File: config.mk
export PLATFORM = sky130hd
export DESIGN_NAME = comb_filter_error_control
export DESIGN_NICKNAME = d
export VERILOG_FILES = /design/src/hdl/comb_filter_error_control.v /design/src/hdl/error_shaper.v /design/src/hdl/lut_lowpass.v
export VERILOG_INCLUDE_DIRS = /design/src /design/src/hdl
export SDC_FILE = /design/constraint.sdc
export NUM_CORES = 1
export LEC_CHECK = 0
export BUFFER_PORTS_ARGS = -buffer_cell sky130_fd_sc_hd__buf_2
export CAP_MARGIN = 15
export CORE_UTILIZATION = 49
export DETAILED_ROUTE_END_ITERATION = 6
export MAX_ROUTING_LAYER = met4
export PLACE_DENSITY = 0.77
export SLEW_MARGIN = 5
export SYNTH_ARGS = -nofsm -noshare
export SYNTH_HDL_FRONTEND = slang
export SYNTH_HIERARCHICAL = 1
export SYNTH_SLANG_ARGS = --single-unit
export TNS_END_PERCENT = 20
File: constraint.sdc
create_clock -name CLK_SYS -period 1.7 [get_ports CLK_SYS]
set_clock_uncertainty 0.05 [all_clocks]
set_input_delay 0.085 -clock CLK_SYS [delete_from_list [all_inputs] [get_ports CLK_SYS]]
set_output_delay 0.085 -clock CLK_SYS [all_outputs]
set_load 0.01 [all_outputs]
File: src/hdl/comb_error_defines.vh
`ifndef COMB_ERROR_DEFINES_VH
`define COMB_ERROR_DEFINES_VH
// Behaviour
// - Codes 0001/0010/0011: NTSC 3-line (0H,1H), 3-line (1H,2H), 2-line (0H,1H).
// - Codes 0100/0110 NTSC field/frame comb; 0101/0111 NTSC-or-PAL field/frame comb.
// - D1: 1000 three-line, 1001 three-line (0H,1H), 1111 frame comb.
// - Chroma error gain bit doubles chroma error levels when set.
// - Luma error gain bit doubles luma error levels when set.
// - Chroma error bypass bit high bypasses chroma error processing; the code forces CHROMA_ERR_OUT to zero instead.
// - Lookup filter enable applies low-pass to lookup table output.
// - Adaption speed high: architecture chosen independently per pixel.
// - Adaption speed low: architecture decision is filtered.
// - Luma weighting bypass skips luma fail weighting.

// Register word addresses
`define ARCH_CTRL_INDEX      8'h0C
`define ERR_CTRL_INDEX       8'h0D
`define STATUS_INDEX         8'h10
// Error control fields
`define TRANSFORM_MSB        7
`define TRANSFORM_LSB        6
`define CHROMA_GAIN_BIT      5
`define LUMA_GAIN_BIT        4
`define CHROMA_BYPASS_BIT    3
`define LUT_FILTER_BIT       2
`define FAST_ADAPT_BIT       1
`define LUMA_WEIGHT_BYP_BIT  0
`define ERR_CTRL_RESET       8'h00
`define ARCH_CTRL_RESET      4'h0
`define ARCH_TAPS_RESET      3'h7
`define ARCH_PAL_RESET       1'b1
// Decision filter hold, in pixels
`define ADAPT_HOLD_COUNT     4'h3
`endif

File: src/hdl/comb_filter_error_control.v
// Register access over Avalon-MM is this design's own decision.
`include "comb_error_defines.vh"
module comb_filter_error_control #(
    parameter W = 10
) (
    input  wire         CLK_SYS,
    input  wire         RST,
    input  wire [7:0]   AVS_ADDRESS,
    input  wire         AVS_READ,
    input  wire         AVS_WRITE,
    input  wire [31:0]  AVS_WRITEDATA,
    input  wire [3:0]   AVS_BYTEENABLE,
    output reg  [31:0]  AVS_READDATA,
    output wire         AVS_WAITREQUEST,
    input  wire [W-1:0] CHROMA_ERR_IN,
    input  wire [W-1:0] LUMA_ERR_IN,
    input  wire [W-1:0] LUT_IN,
    input  wire         PREFER_ALT,
    output wire [W-1:0] CHROMA_ERR_OUT,
    output reg  [W-1:0] LUMA_ERR_OUT,
    output wire [W-1:0] LUT_OUT,
    output reg  [2:0]   LINE_TAPS,
    output reg  [1:0]   COMB_KIND,
    output reg          D1_MODE,
    output reg          PAL_OK,
    output reg          ALT_SELECTED
);
    ////////////////////////////////////////////////////////////////////////////////
    // Register slave: one wait cycle, so reads come from a register
    reg  [7:0] err_ctrl_reg;
    reg  [3:0] arch_reg;
    reg        ack_reg;
    wire       req = AVS_READ | AVS_WRITE;
    assign AVS_WAITREQUEST = req & ~ack_reg;

    always @(posedge CLK_SYS or posedge RST) begin
        if (RST) begin
            ack_reg      <= 1'b0;
            err_ctrl_reg <= `ERR_CTRL_RESET;
            arch_reg     <= `ARCH_CTRL_RESET;
            AVS_READDATA <= 32'h00000000;
        end else begin
            ack_reg <= req & ~ack_reg;
            if (req & ~ack_reg) begin
                AVS_READDATA <= 32'h00000000;
                if (AVS_ADDRESS == `ERR_CTRL_INDEX) begin
                    AVS_READDATA <= {24'h000000, err_ctrl_reg};
                    if (AVS_WRITE && AVS_BYTEENABLE[0]) begin
                        err_ctrl_reg <= AVS_WRITEDATA[7:0];
                    end
                end else if (AVS_ADDRESS == `ARCH_CTRL_INDEX) begin
                    AVS_READDATA <= {28'h0000000, arch_reg};
                    if (AVS_WRITE && AVS_BYTEENABLE[0]) begin
                        arch_reg <= AVS_WRITEDATA[3:0];
                    end
                end else if (AVS_ADDRESS == `STATUS_INDEX) begin
                    AVS_READDATA <= {29'h0, D1_MODE, PAL_OK, ALT_SELECTED};
                end
            end
        end
    end

    ////////////////////////////////////////////////////////////////////////////////
    // Architecture decode; taps bit2=0H, bit1=1H, bit0=2H; kind 0 line 1 field 2 frame
    always @(posedge CLK_SYS or posedge RST) begin
        if (RST) begin
            LINE_TAPS <= `ARCH_TAPS_RESET;
            COMB_KIND <= 2'h0;
            D1_MODE   <= 1'b0;
            PAL_OK    <= `ARCH_PAL_RESET;
        end else begin
            D1_MODE <= arch_reg[3];
            PAL_OK  <= 1'b0;
            case (arch_reg)
                4'h0: begin LINE_TAPS <= 3'h7; COMB_KIND <= 2'h0; PAL_OK <= 1'b1; end
                4'h1: begin LINE_TAPS <= 3'h6; COMB_KIND <= 2'h0; end
                4'h2: begin LINE_TAPS <= 3'h3; COMB_KIND <= 2'h0; end
                4'h3: begin LINE_TAPS <= 3'h6; COMB_KIND <= 2'h0; end
                4'h4: begin LINE_TAPS <= 3'h6; COMB_KIND <= 2'h1; end
                4'h5: begin LINE_TAPS <= 3'h6; COMB_KIND <= 2'h1; PAL_OK <= 1'b1; end
                4'h6: begin LINE_TAPS <= 3'h6; COMB_KIND <= 2'h2; end
                4'h7: begin LINE_TAPS <= 3'h6; COMB_KIND <= 2'h2; PAL_OK <= 1'b1; end
                4'h8: begin LINE_TAPS <= 3'h7; COMB_KIND <= 2'h0; end
                4'h9: begin LINE_TAPS <= 3'h6; COMB_KIND <= 2'h0; end
                4'hA: begin LINE_TAPS <= 3'h3; COMB_KIND <= 2'h0; end
                4'hB: begin LINE_TAPS <= 3'h5; COMB_KIND <= 2'h0; end
                4'hC: begin LINE_TAPS <= 3'h6; COMB_KIND <= 2'h1; end
                4'hD: begin LINE_TAPS <= 3'h6; COMB_KIND <= 2'h3; end
                4'hE: begin LINE_TAPS <= 3'h6; COMB_KIND <= 2'h2; end
                default: begin LINE_TAPS <= 3'h6; COMB_KIND <= 2'h2; end
            endcase
        end
    end

    ////////////////////////////////////////////////////////////////////////////////
    // Error paths
    error_shaper #(.W(W)) chroma_shaper (
        .clk       (CLK_SYS),
        .rst       (RST),
        .transform (err_ctrl_reg[`TRANSFORM_MSB:`TRANSFORM_LSB]),
        .gain      (err_ctrl_reg[`CHROMA_GAIN_BIT]),
        .bypass    (err_ctrl_reg[`CHROMA_BYPASS_BIT]),
        .err_in    (CHROMA_ERR_IN),
        .err_out   (CHROMA_ERR_OUT)
    );

    lut_lowpass #(.W(W)) lut_filter (
        .clk    (CLK_SYS),
        .rst    (RST),
        .enable (err_ctrl_reg[`LUT_FILTER_BIT]),
        .din    (LUT_IN),
        .dout   (LUT_OUT)
    );

    // Luma: weighting is a 3/4 scale, then optional doubling with saturation
    wire [W+1:0] luma_w = err_ctrl_reg[`LUMA_WEIGHT_BYP_BIT] ? {2'h0, LUMA_ERR_IN} :
                          {2'h0, LUMA_ERR_IN} - {4'h0, LUMA_ERR_IN[W-1:2]};
    wire [W+1:0] luma_g = err_ctrl_reg[`LUMA_GAIN_BIT] ? {luma_w[W:0], 1'b0} : luma_w;
    always @(posedge CLK_SYS or posedge RST) begin
        if (RST) begin
            LUMA_ERR_OUT <= {W{1'b0}};
        end else begin
            LUMA_ERR_OUT <= (|luma_g[W+1:W]) ? {W{1'b1}} : luma_g[W-1:0];
        end
    end

    ////////////////////////////////////////////////////////////////////////////////
    // Adaption decision; slow mode needs a steady run before switching,
    // trading response for freedom from pixel-rate flicker
    reg [3:0] run_reg;
    always @(posedge CLK_SYS or posedge RST) begin
        if (RST) begin
            ALT_SELECTED <= 1'b0;
            run_reg      <= 4'h0;
        end else if (err_ctrl_reg[`FAST_ADAPT_BIT]) begin
            ALT_SELECTED <= PREFER_ALT;
            run_reg      <= 4'h0;
        end else if (PREFER_ALT == ALT_SELECTED) begin
            run_reg <= 4'h0;
        end else if (run_reg == `ADAPT_HOLD_COUNT) begin
            ALT_SELECTED <= PREFER_ALT;
            run_reg      <= 4'h0;
        end else begin
            run_reg <= run_reg + 4'h1;
        end
    end
endmodule // comb_filter_error_control

File: src/hdl/error_shaper.v
`include "comb_error_defines.vh"
module error_shaper #(
    parameter W = 10
) (
    input  wire         clk,
    input  wire         rst,
    input  wire [1:0]   transform,
    input  wire         gain,
    input  wire         bypass,
    input  wire [W-1:0] err_in,
    output reg  [W-1:0] err_out
);
    reg [W+1:0] scaled;
    reg [W+1:0] gained;
    always @* begin
        // Scale so that error per subcarrier cycle matches across rates
        case (transform)
            2'h0:    scaled = {2'h0, err_in};
            2'h1:    scaled = {2'h0, err_in} + {3'h0, err_in[W-1:1]};
            2'h2:    scaled = {2'h0, err_in} - {4'h0, err_in[W-1:2]};
            default: scaled = {2'h0, err_in} - {3'h0, err_in[W-1:1]} + {5'h0, err_in[W-1:3]};
        endcase
        gained = gain ? {scaled[W:0], 1'b0} : scaled;
    end
    always @(posedge clk or posedge rst) begin
        if (rst) begin
            err_out <= {W{1'b0}};
        end else if (bypass) begin
            err_out <= {W{1'b0}};
        end else if (|gained[W+1:W]) begin
            err_out <= {W{1'b1}};
        end else begin
            err_out <= gained[W-1:0];
        end
    end
endmodule // error_shaper

File: src/hdl/lut_lowpass.v
module lut_lowpass #(
    parameter W = 10
) (
    input  wire         clk,
    input  wire         rst,
    input  wire         enable,
    input  wire [W-1:0] din,
    output reg  [W-1:0] dout
);
    reg  [W-1:0] prev_reg;
    wire [W:0]   sum = {1'b0, din} + {1'b0, prev_reg};
    always @(posedge clk or posedge rst) begin
        if (rst) begin
            prev_reg <= {W{1'b0}};
            dout     <= {W{1'b0}};
        end else begin
            prev_reg <= din;
            dout     <= enable ? sum[W:1] : din;
        end
    end
endmodule // lut_lowpass

# Word-level counts from Yosys, hierarchy flattened
# Cells that the tools add are included.
dict set report totals {
  regBits 97
  in_bits 79
  output_inout_bits 71
  wordCells 79
}
dict set report op_classes {
  n_addsub 7
  n_eq_ne 20
  muxes 20
  bitwise 4
  n_reduce_logical 14
}
# op count
set op_table {}
lappend op_table {{2-to-1 mux 10 bit} 4}
lappend op_table {{2-to-1 mux 12 bit} 3}
lappend op_table {{case mux 12 bit (3 select lines)} 1}
lappend op_table {{equality test 4 bit, second input constant} 6}
lappend op_table {{subtractor 10 x 8 -> 11 bit} 2}
lappend op_table {{equality test 8 x 4 -> 1 bit, second input constant} 2}
lappend op_table {{2-to-1 mux 4 bit} 4}
lappend op_table {{adder 12 x 7 -> 12 bit} 1}
lappend op_table {{equality test 4 x 2 -> 1 bit, second input constant} 3}
lappend op_table {{equality test 4 x 3 -> 1 bit, second input constant} 3}
lappend op_table {{adder 10 x 10 -> 11 bit} 1}
lappend op_table {{adder 10 x 9 -> 11 bit} 1}
lappend op_table {{subtractor 10 x 9 -> 11 bit} 1}
lappend op_table {{case mux 3 bit (3 select lines)} 1}
lappend op_table {{equality test 8 x 5 -> 1 bit, second input constant} 1}
lappend op_table {{2-to-1 mux 8 bit} 1}
lappend op_table {{OR reduction 2 bit} 4}
lappend op_table {{OR reduction 8 bit} 1}
lappend op_table {{case mux 2 bit (3 select lines)} 1}
lappend op_table {{OR reduction 3 bit} 2}
lappend op_table {{adder 4 x 1 -> 4 bit, second input constant} 1}
lappend op_table {{equality test 4 x 1 -> 1 bit, second input constant} 1}
lappend op_table {{logical NOT 4 bit} 1}
lappend op_table {{2-to-1 mux 1 bit} 4}
lappend op_table {{other kinds (14)} 15}

# Longest topological paths before layout
dict set report depth {
  word_depth 7
  mapped_depth 18
  ltp_nobuf 17
}

# By module
# Netlist, hierarchy kept.
# mod n_inst cells_per_inst area_per_inst_um2
set modules_own_cells {}
lappend modules_own_cells {comb_filter_error_control 1 239 2504.9}
lappend modules_own_cells {error_shaper 1 311 2422.3}
lappend modules_own_cells {lut_lowpass 1 110 1086.0}

# Least setup slack after synthesis
# OpenSTA, ideal clock, no wires.
dict set report synth_path {
  path_kind {input -> register}
  from {in CHROMA_ERR_IN[0]}
  to {reg chroma_shaper.err_out[6]}
  setup_ns 0.150
  arrival_time_ns 2.971
  setup_slack_ns -1.472
  stages 18
  path_buffers 1
  cell_sequence {inv_1 -> ha_1 -> fa_1 -> nand2b_1 -> a21oi_1 -> o21ai_0 -> nand2b_1 -> xor2_1 -> ha_1 -> o21ai_0 -> nor2_1 -> o22a_1 -> o21ai_1 -> a2111o_1 -> o31ai_1 -> o31a_1 -> buf_6 -> a41oi_2}
}
dict set report synth_via {
  elab_chain_len 7
}
# item line_no
set synth_lines {}
lappend synth_lines {{start: declaration} comb_filter_error_control.v:15} ;# input wire [W-1:0] CHROMA_ERR_IN,
lappend synth_lines {{subtractor 10 x 9 -> 11 bit} error_shaper.v:21} ;# default: scaled = {2'h0, err_in} - {3'h0, err_in[W-1:1]} + {5'h0, err_in[W-1:3]};
lappend synth_lines {{adder 12 x 7 -> 12 bit} error_shaper.v:21}
lappend synth_lines {{case mux 12 bit (3 select lines) (*)} error_shaper.v:17} ;# case (transform)
lappend synth_lines {{2-to-1 mux 12 bit (*)} error_shaper.v:23} ;# gained = gain ? {scaled[W:0], 1'b0} : scaled;
lappend synth_lines {{OR reduction 2 bit} error_shaper.v:30} ;# end else if (|gained[W+1:W]) begin
lappend synth_lines {{2-to-1 mux 10 bit (*)} error_shaper.v:30}
lappend synth_lines {{2-to-1 mux 10 bit (*)} error_shaper.v:28} ;# end else if (bypass) begin
lappend synth_lines {{end signal: assignment} error_shaper.v:27} ;# err_out <= {W{1'b0}};
lappend synth_lines {{end signal: assignment} error_shaper.v:29} ;# err_out <= {W{1'b0}};
lappend synth_lines {{end signal: assignment} error_shaper.v:31} ;# err_out <= {W{1'b1}};
lappend synth_lines {{end: declaration} error_shaper.v:11} ;# output reg [W-1:0] err_out
# Every way passes the cells marked *; elsewhere a longest branch is shown, timed or not.
# A chain may end at the register's enable or synchronous reset.

# Final worst setup path
dict set report layout_path {
  from {in CHROMA_ERR_IN[0]}
  to {reg chroma_shaper.err_out[8]}
}
# Same word-level chain as after synthesis.

==> run_results.csv <==
group,metric,value,unit
outcome,violations,"setup timing",
worst_setup_path,crit_path_end_kind,"flop",
final_layout,nNetsFinal,1039,
worst_setup_path,path_buf_inv,3,
synthesis,ys_seq_area_share,30.46,%
synthesis,synth_commonest_cells,"dfrtp_1, ha_1, nand2_1, nor2_1, inv_1",
global_route,grt_overflow_total,0,
final_layout,drive_above_1_share,35.03,%
worst_setup_path,critPathLaunchType,"primary input",
worst_setup_path,path_max_fanout,10,
synthesis,syn-mean-instance-area,9.111,um2
floorplan,io_pins,150,
global_route,grt_usage,27.41,%
timing,tns,-12.69,ns
min_path,worstHoldPathType,"in -> reg",
placement,dp.cells,1016,
synthesis,synth_top_cell_area_share,28.71,%
synthesis,synth_top_family_by_area,"compound AO/OA/AOI/OAI gates",
power,power,6.017,mW
worst_setup_path,r2r_slack,-0.22,ns
clock_network,cts_tree,"yes",
floorplan,initial_utilization,50.06,%
timing,timing.slew.headroom,48.88,%
drt,routed_via_density,5.641,
timing,holdWs,0.01321,ns
drt,wl,16760,um
timing,fmax,0.3356,GHz
clock_network,h-tree-depth,3,
placement,port_buffers,98,
global_route,grt_pass1_vias,5866,
clock_network,numCtsBuffers,9,
worst_setup_path,crit_family,"compound AO/OA/AOI/OAI gates",
clock_network,clkSinkCount,73,
worst_setup_path,worstPathArrival,3.11,ns
synthesis,ys_warn_count,6,
floorplan,die_area,12720,um2
synthesis,syn_area,6013,um2
drt,drc,0,
synthesis,netlist_instances,660,
timing,min_period_over_period,175.3,%
synthesis,synth_compound_area_share,21.49,%
clock_network,clock_latency,0.33,ns
worst_setup_path,cpPeakStageDelay,0.40,ns
min_path,min_path_cells,3,
floorplan,fp.dieH,112.8,um
synthesis,synthAdderAreaFrac,13.23,%
flow_run,drv_cap,0,
final_layout,area_growth,35.96,%
worst_setup_path,rr_worst_depth,7,
worst_setup_path,path_class,"in -> reg",
worst_setup_path,crit_required,1.83,ns
timing,drv_slew,0,
synthesis,synthSimpleGateAreaFrac,16.90,%
final_layout,diodes,0,
clock_network,clkTransAtPathRegs,0.05,ns
drt,wl_per_cell,15.93,um
floorplan,row_count,40,
min_path,hold_end,"LUMA_ERR_OUT[0]",
min_path,min_from,"LUMA_ERR_IN[0]",
placement,place.gp.congestion,0.9658,
power,ir_drop,0.5105,mV
clock_network,clk_path_buf_depth,2,
timing,rsz0062_at_grt,"yes",
floorplan,dieWidth,112.8,um
synthesis,synth_area_leaders,"dfrtp_1, ha_1, buf_4, a21oi_1, nand2_1",
timing,finalWorstSetupSlack,-1.280,ns
power,powerDensity,736.0,nW/um2
clock_network,postCtsSetupRepairBufs,0,
worst_setup_path,critPathLaunch,"CHROMA_ERR_IN[0]",
global_route,grt_pass1_wl,27250,um
worst_setup_path,r2r_end,"chroma_shaper/err_out[2]",
timing,period_needed,2.980,ns
synthesis,synth_mux_area_share,6.159,%
timing,hold_viol,0,
synthesis,synth_seq_cells,73,
clock_network,cts_root_buffer,"clkbuf_16",
synthesis,synth_most_common_cell,"dfrtp_1",
synthesis,synthFlopType,"dfrtp_1",
outcome,status,"complete, but fails checks",
drt,drt_iter0_drc,488,
synthesis,synth_edf_count,0,
timing,finalSetupViolations,15,
worst_setup_path,path_cells,"buf_12, inv_12, ha_4, fa_2, nand2b_4, a21oi_4, o21ai_1, nand2b_1, xor2_1, ha_2, o21ai_2, nor2_1, o22a_1, o21ai_1, a2111o_1, o31ai_2, o31a_1, buf_12, a41oi_2",
drt,ant_nets,0,
synthesis,yosysTopAreaCell,"dfrtp_1",
floorplan,core-area,12010,um2
synthesis,synth_xor_area_share,3.933,%
global_route,antenna_found_initial,0,
drt,vias,5934,
timing,worst_slew_pin_slew,0.7660,ns
global_route,grt_max_degree,44,
placement,dp_hpwl,12710,um
worst_setup_path,worstReg2RegStart,"err_ctrl_reg[7]",
final_layout,num-fill-cells,885,
synthesis,synthArstFlopShare,100.0,%
power,p_leak,3.920,nW
drt,drtPass1Iterations,5,
final_layout,fin_cells,1052,
worst_setup_path,slowest_stage,"a2111o_1",
synthesis,synth.lib_cells_used.distinct,85,
-- cells in the final DEF, fill, tap and decap left out, types with 12 or more instances in the layout --
cell           netlist  routed
nand3_1             14      14
a211oi_1            15      13
nand2_1             51      51
o211ai_1            12      12
nor3_1              14      14
xnor2_1             16      16
a31oi_1             15      15
dfrtp_1             69      69
inv_1               41      39
buf_2                3      96
buf_4               27     132
nand2b_1            20      17
nor2_1              48      48
ha_1                54      46
dlygate4sd3_1        0      20
a21oi_1             39      35
o21ai_0             33      30
conb_1               1      24
-- per-stage QoR --
step	instance area, um2	setup WS [ns]	utilization, %
2_1_floorplan	6151	-1.300	-
3_3_place_gp	7535	-1.630	62.73
3_5_place_dp	7535	-1.713	62.73
4_1_cts	8094	-1.211	67.39
5_1_grt	8175	-1.441	68.06
6_report	8175	-1.280	68.06
-- cells by family after synthesis --
logic type,count (synthesis)
simple gates,195
xor+xnor,27
compound gates,188
other cells,1
fa+ha+maj,60
buf+inv,90
flops,73
mux,26
-- power breakdown --
group	internal [mW]	switching (mW)
logic	1.01	1.10
registers	1.86	0.0689
clock network	1.28	0.692
total	4.16	1.86
-- tightest hold or removal path: stages --
cell,delay (ns)
buf_2,0.09
a21oi_1,0.06
o21ai_0,0.13
-- cell type report --
class	count	area [um2]	area share [%]
clock buffer	11	232.7	2.847
clock inverter	5	80.08	0.9795
inverter	45	181.4	2.219
multi-input combinational	520	3943	48.22
sequential	73	1832	22.41
tap	147	183.9	2.250
timing repair buffer	251	1723	21.07
-- how the worst max path moves through the flow --
stage / to / depth (start not counted) / slack [ns]
floorplan: chroma_shaper/err_out[6] / 18 / -1.30
global placement: chroma_shaper/err_out[6] / 19 / -1.63
detailed placement: chroma_shaper/err_out[8] / 19 / -1.71
CTS: chroma_shaper/err_out[8] / 19 / -1.21
global route: chroma_shaper/err_out[3] / 19 / -1.44
finish: chroma_shaper/err_out[8] / 19 / -1.28
-- layer usage --
metal	vias up	GRT usage [%]	wire length, um
li1	2834	-	-
met1	2855	31.65	7010
met2	205	48.35	8534
met3	40	3.160	833
met4	0	11.38	382
met5	-	-	0
-- timing repair --
action                                 CTS  global route
hold buffers                            20             0
pin swaps                                4             4
resized for setup                       12            18
setup endpoints to repair               24            29
endpoints found under the hold margin   97             0
Power figures use the tool's default switching activity.
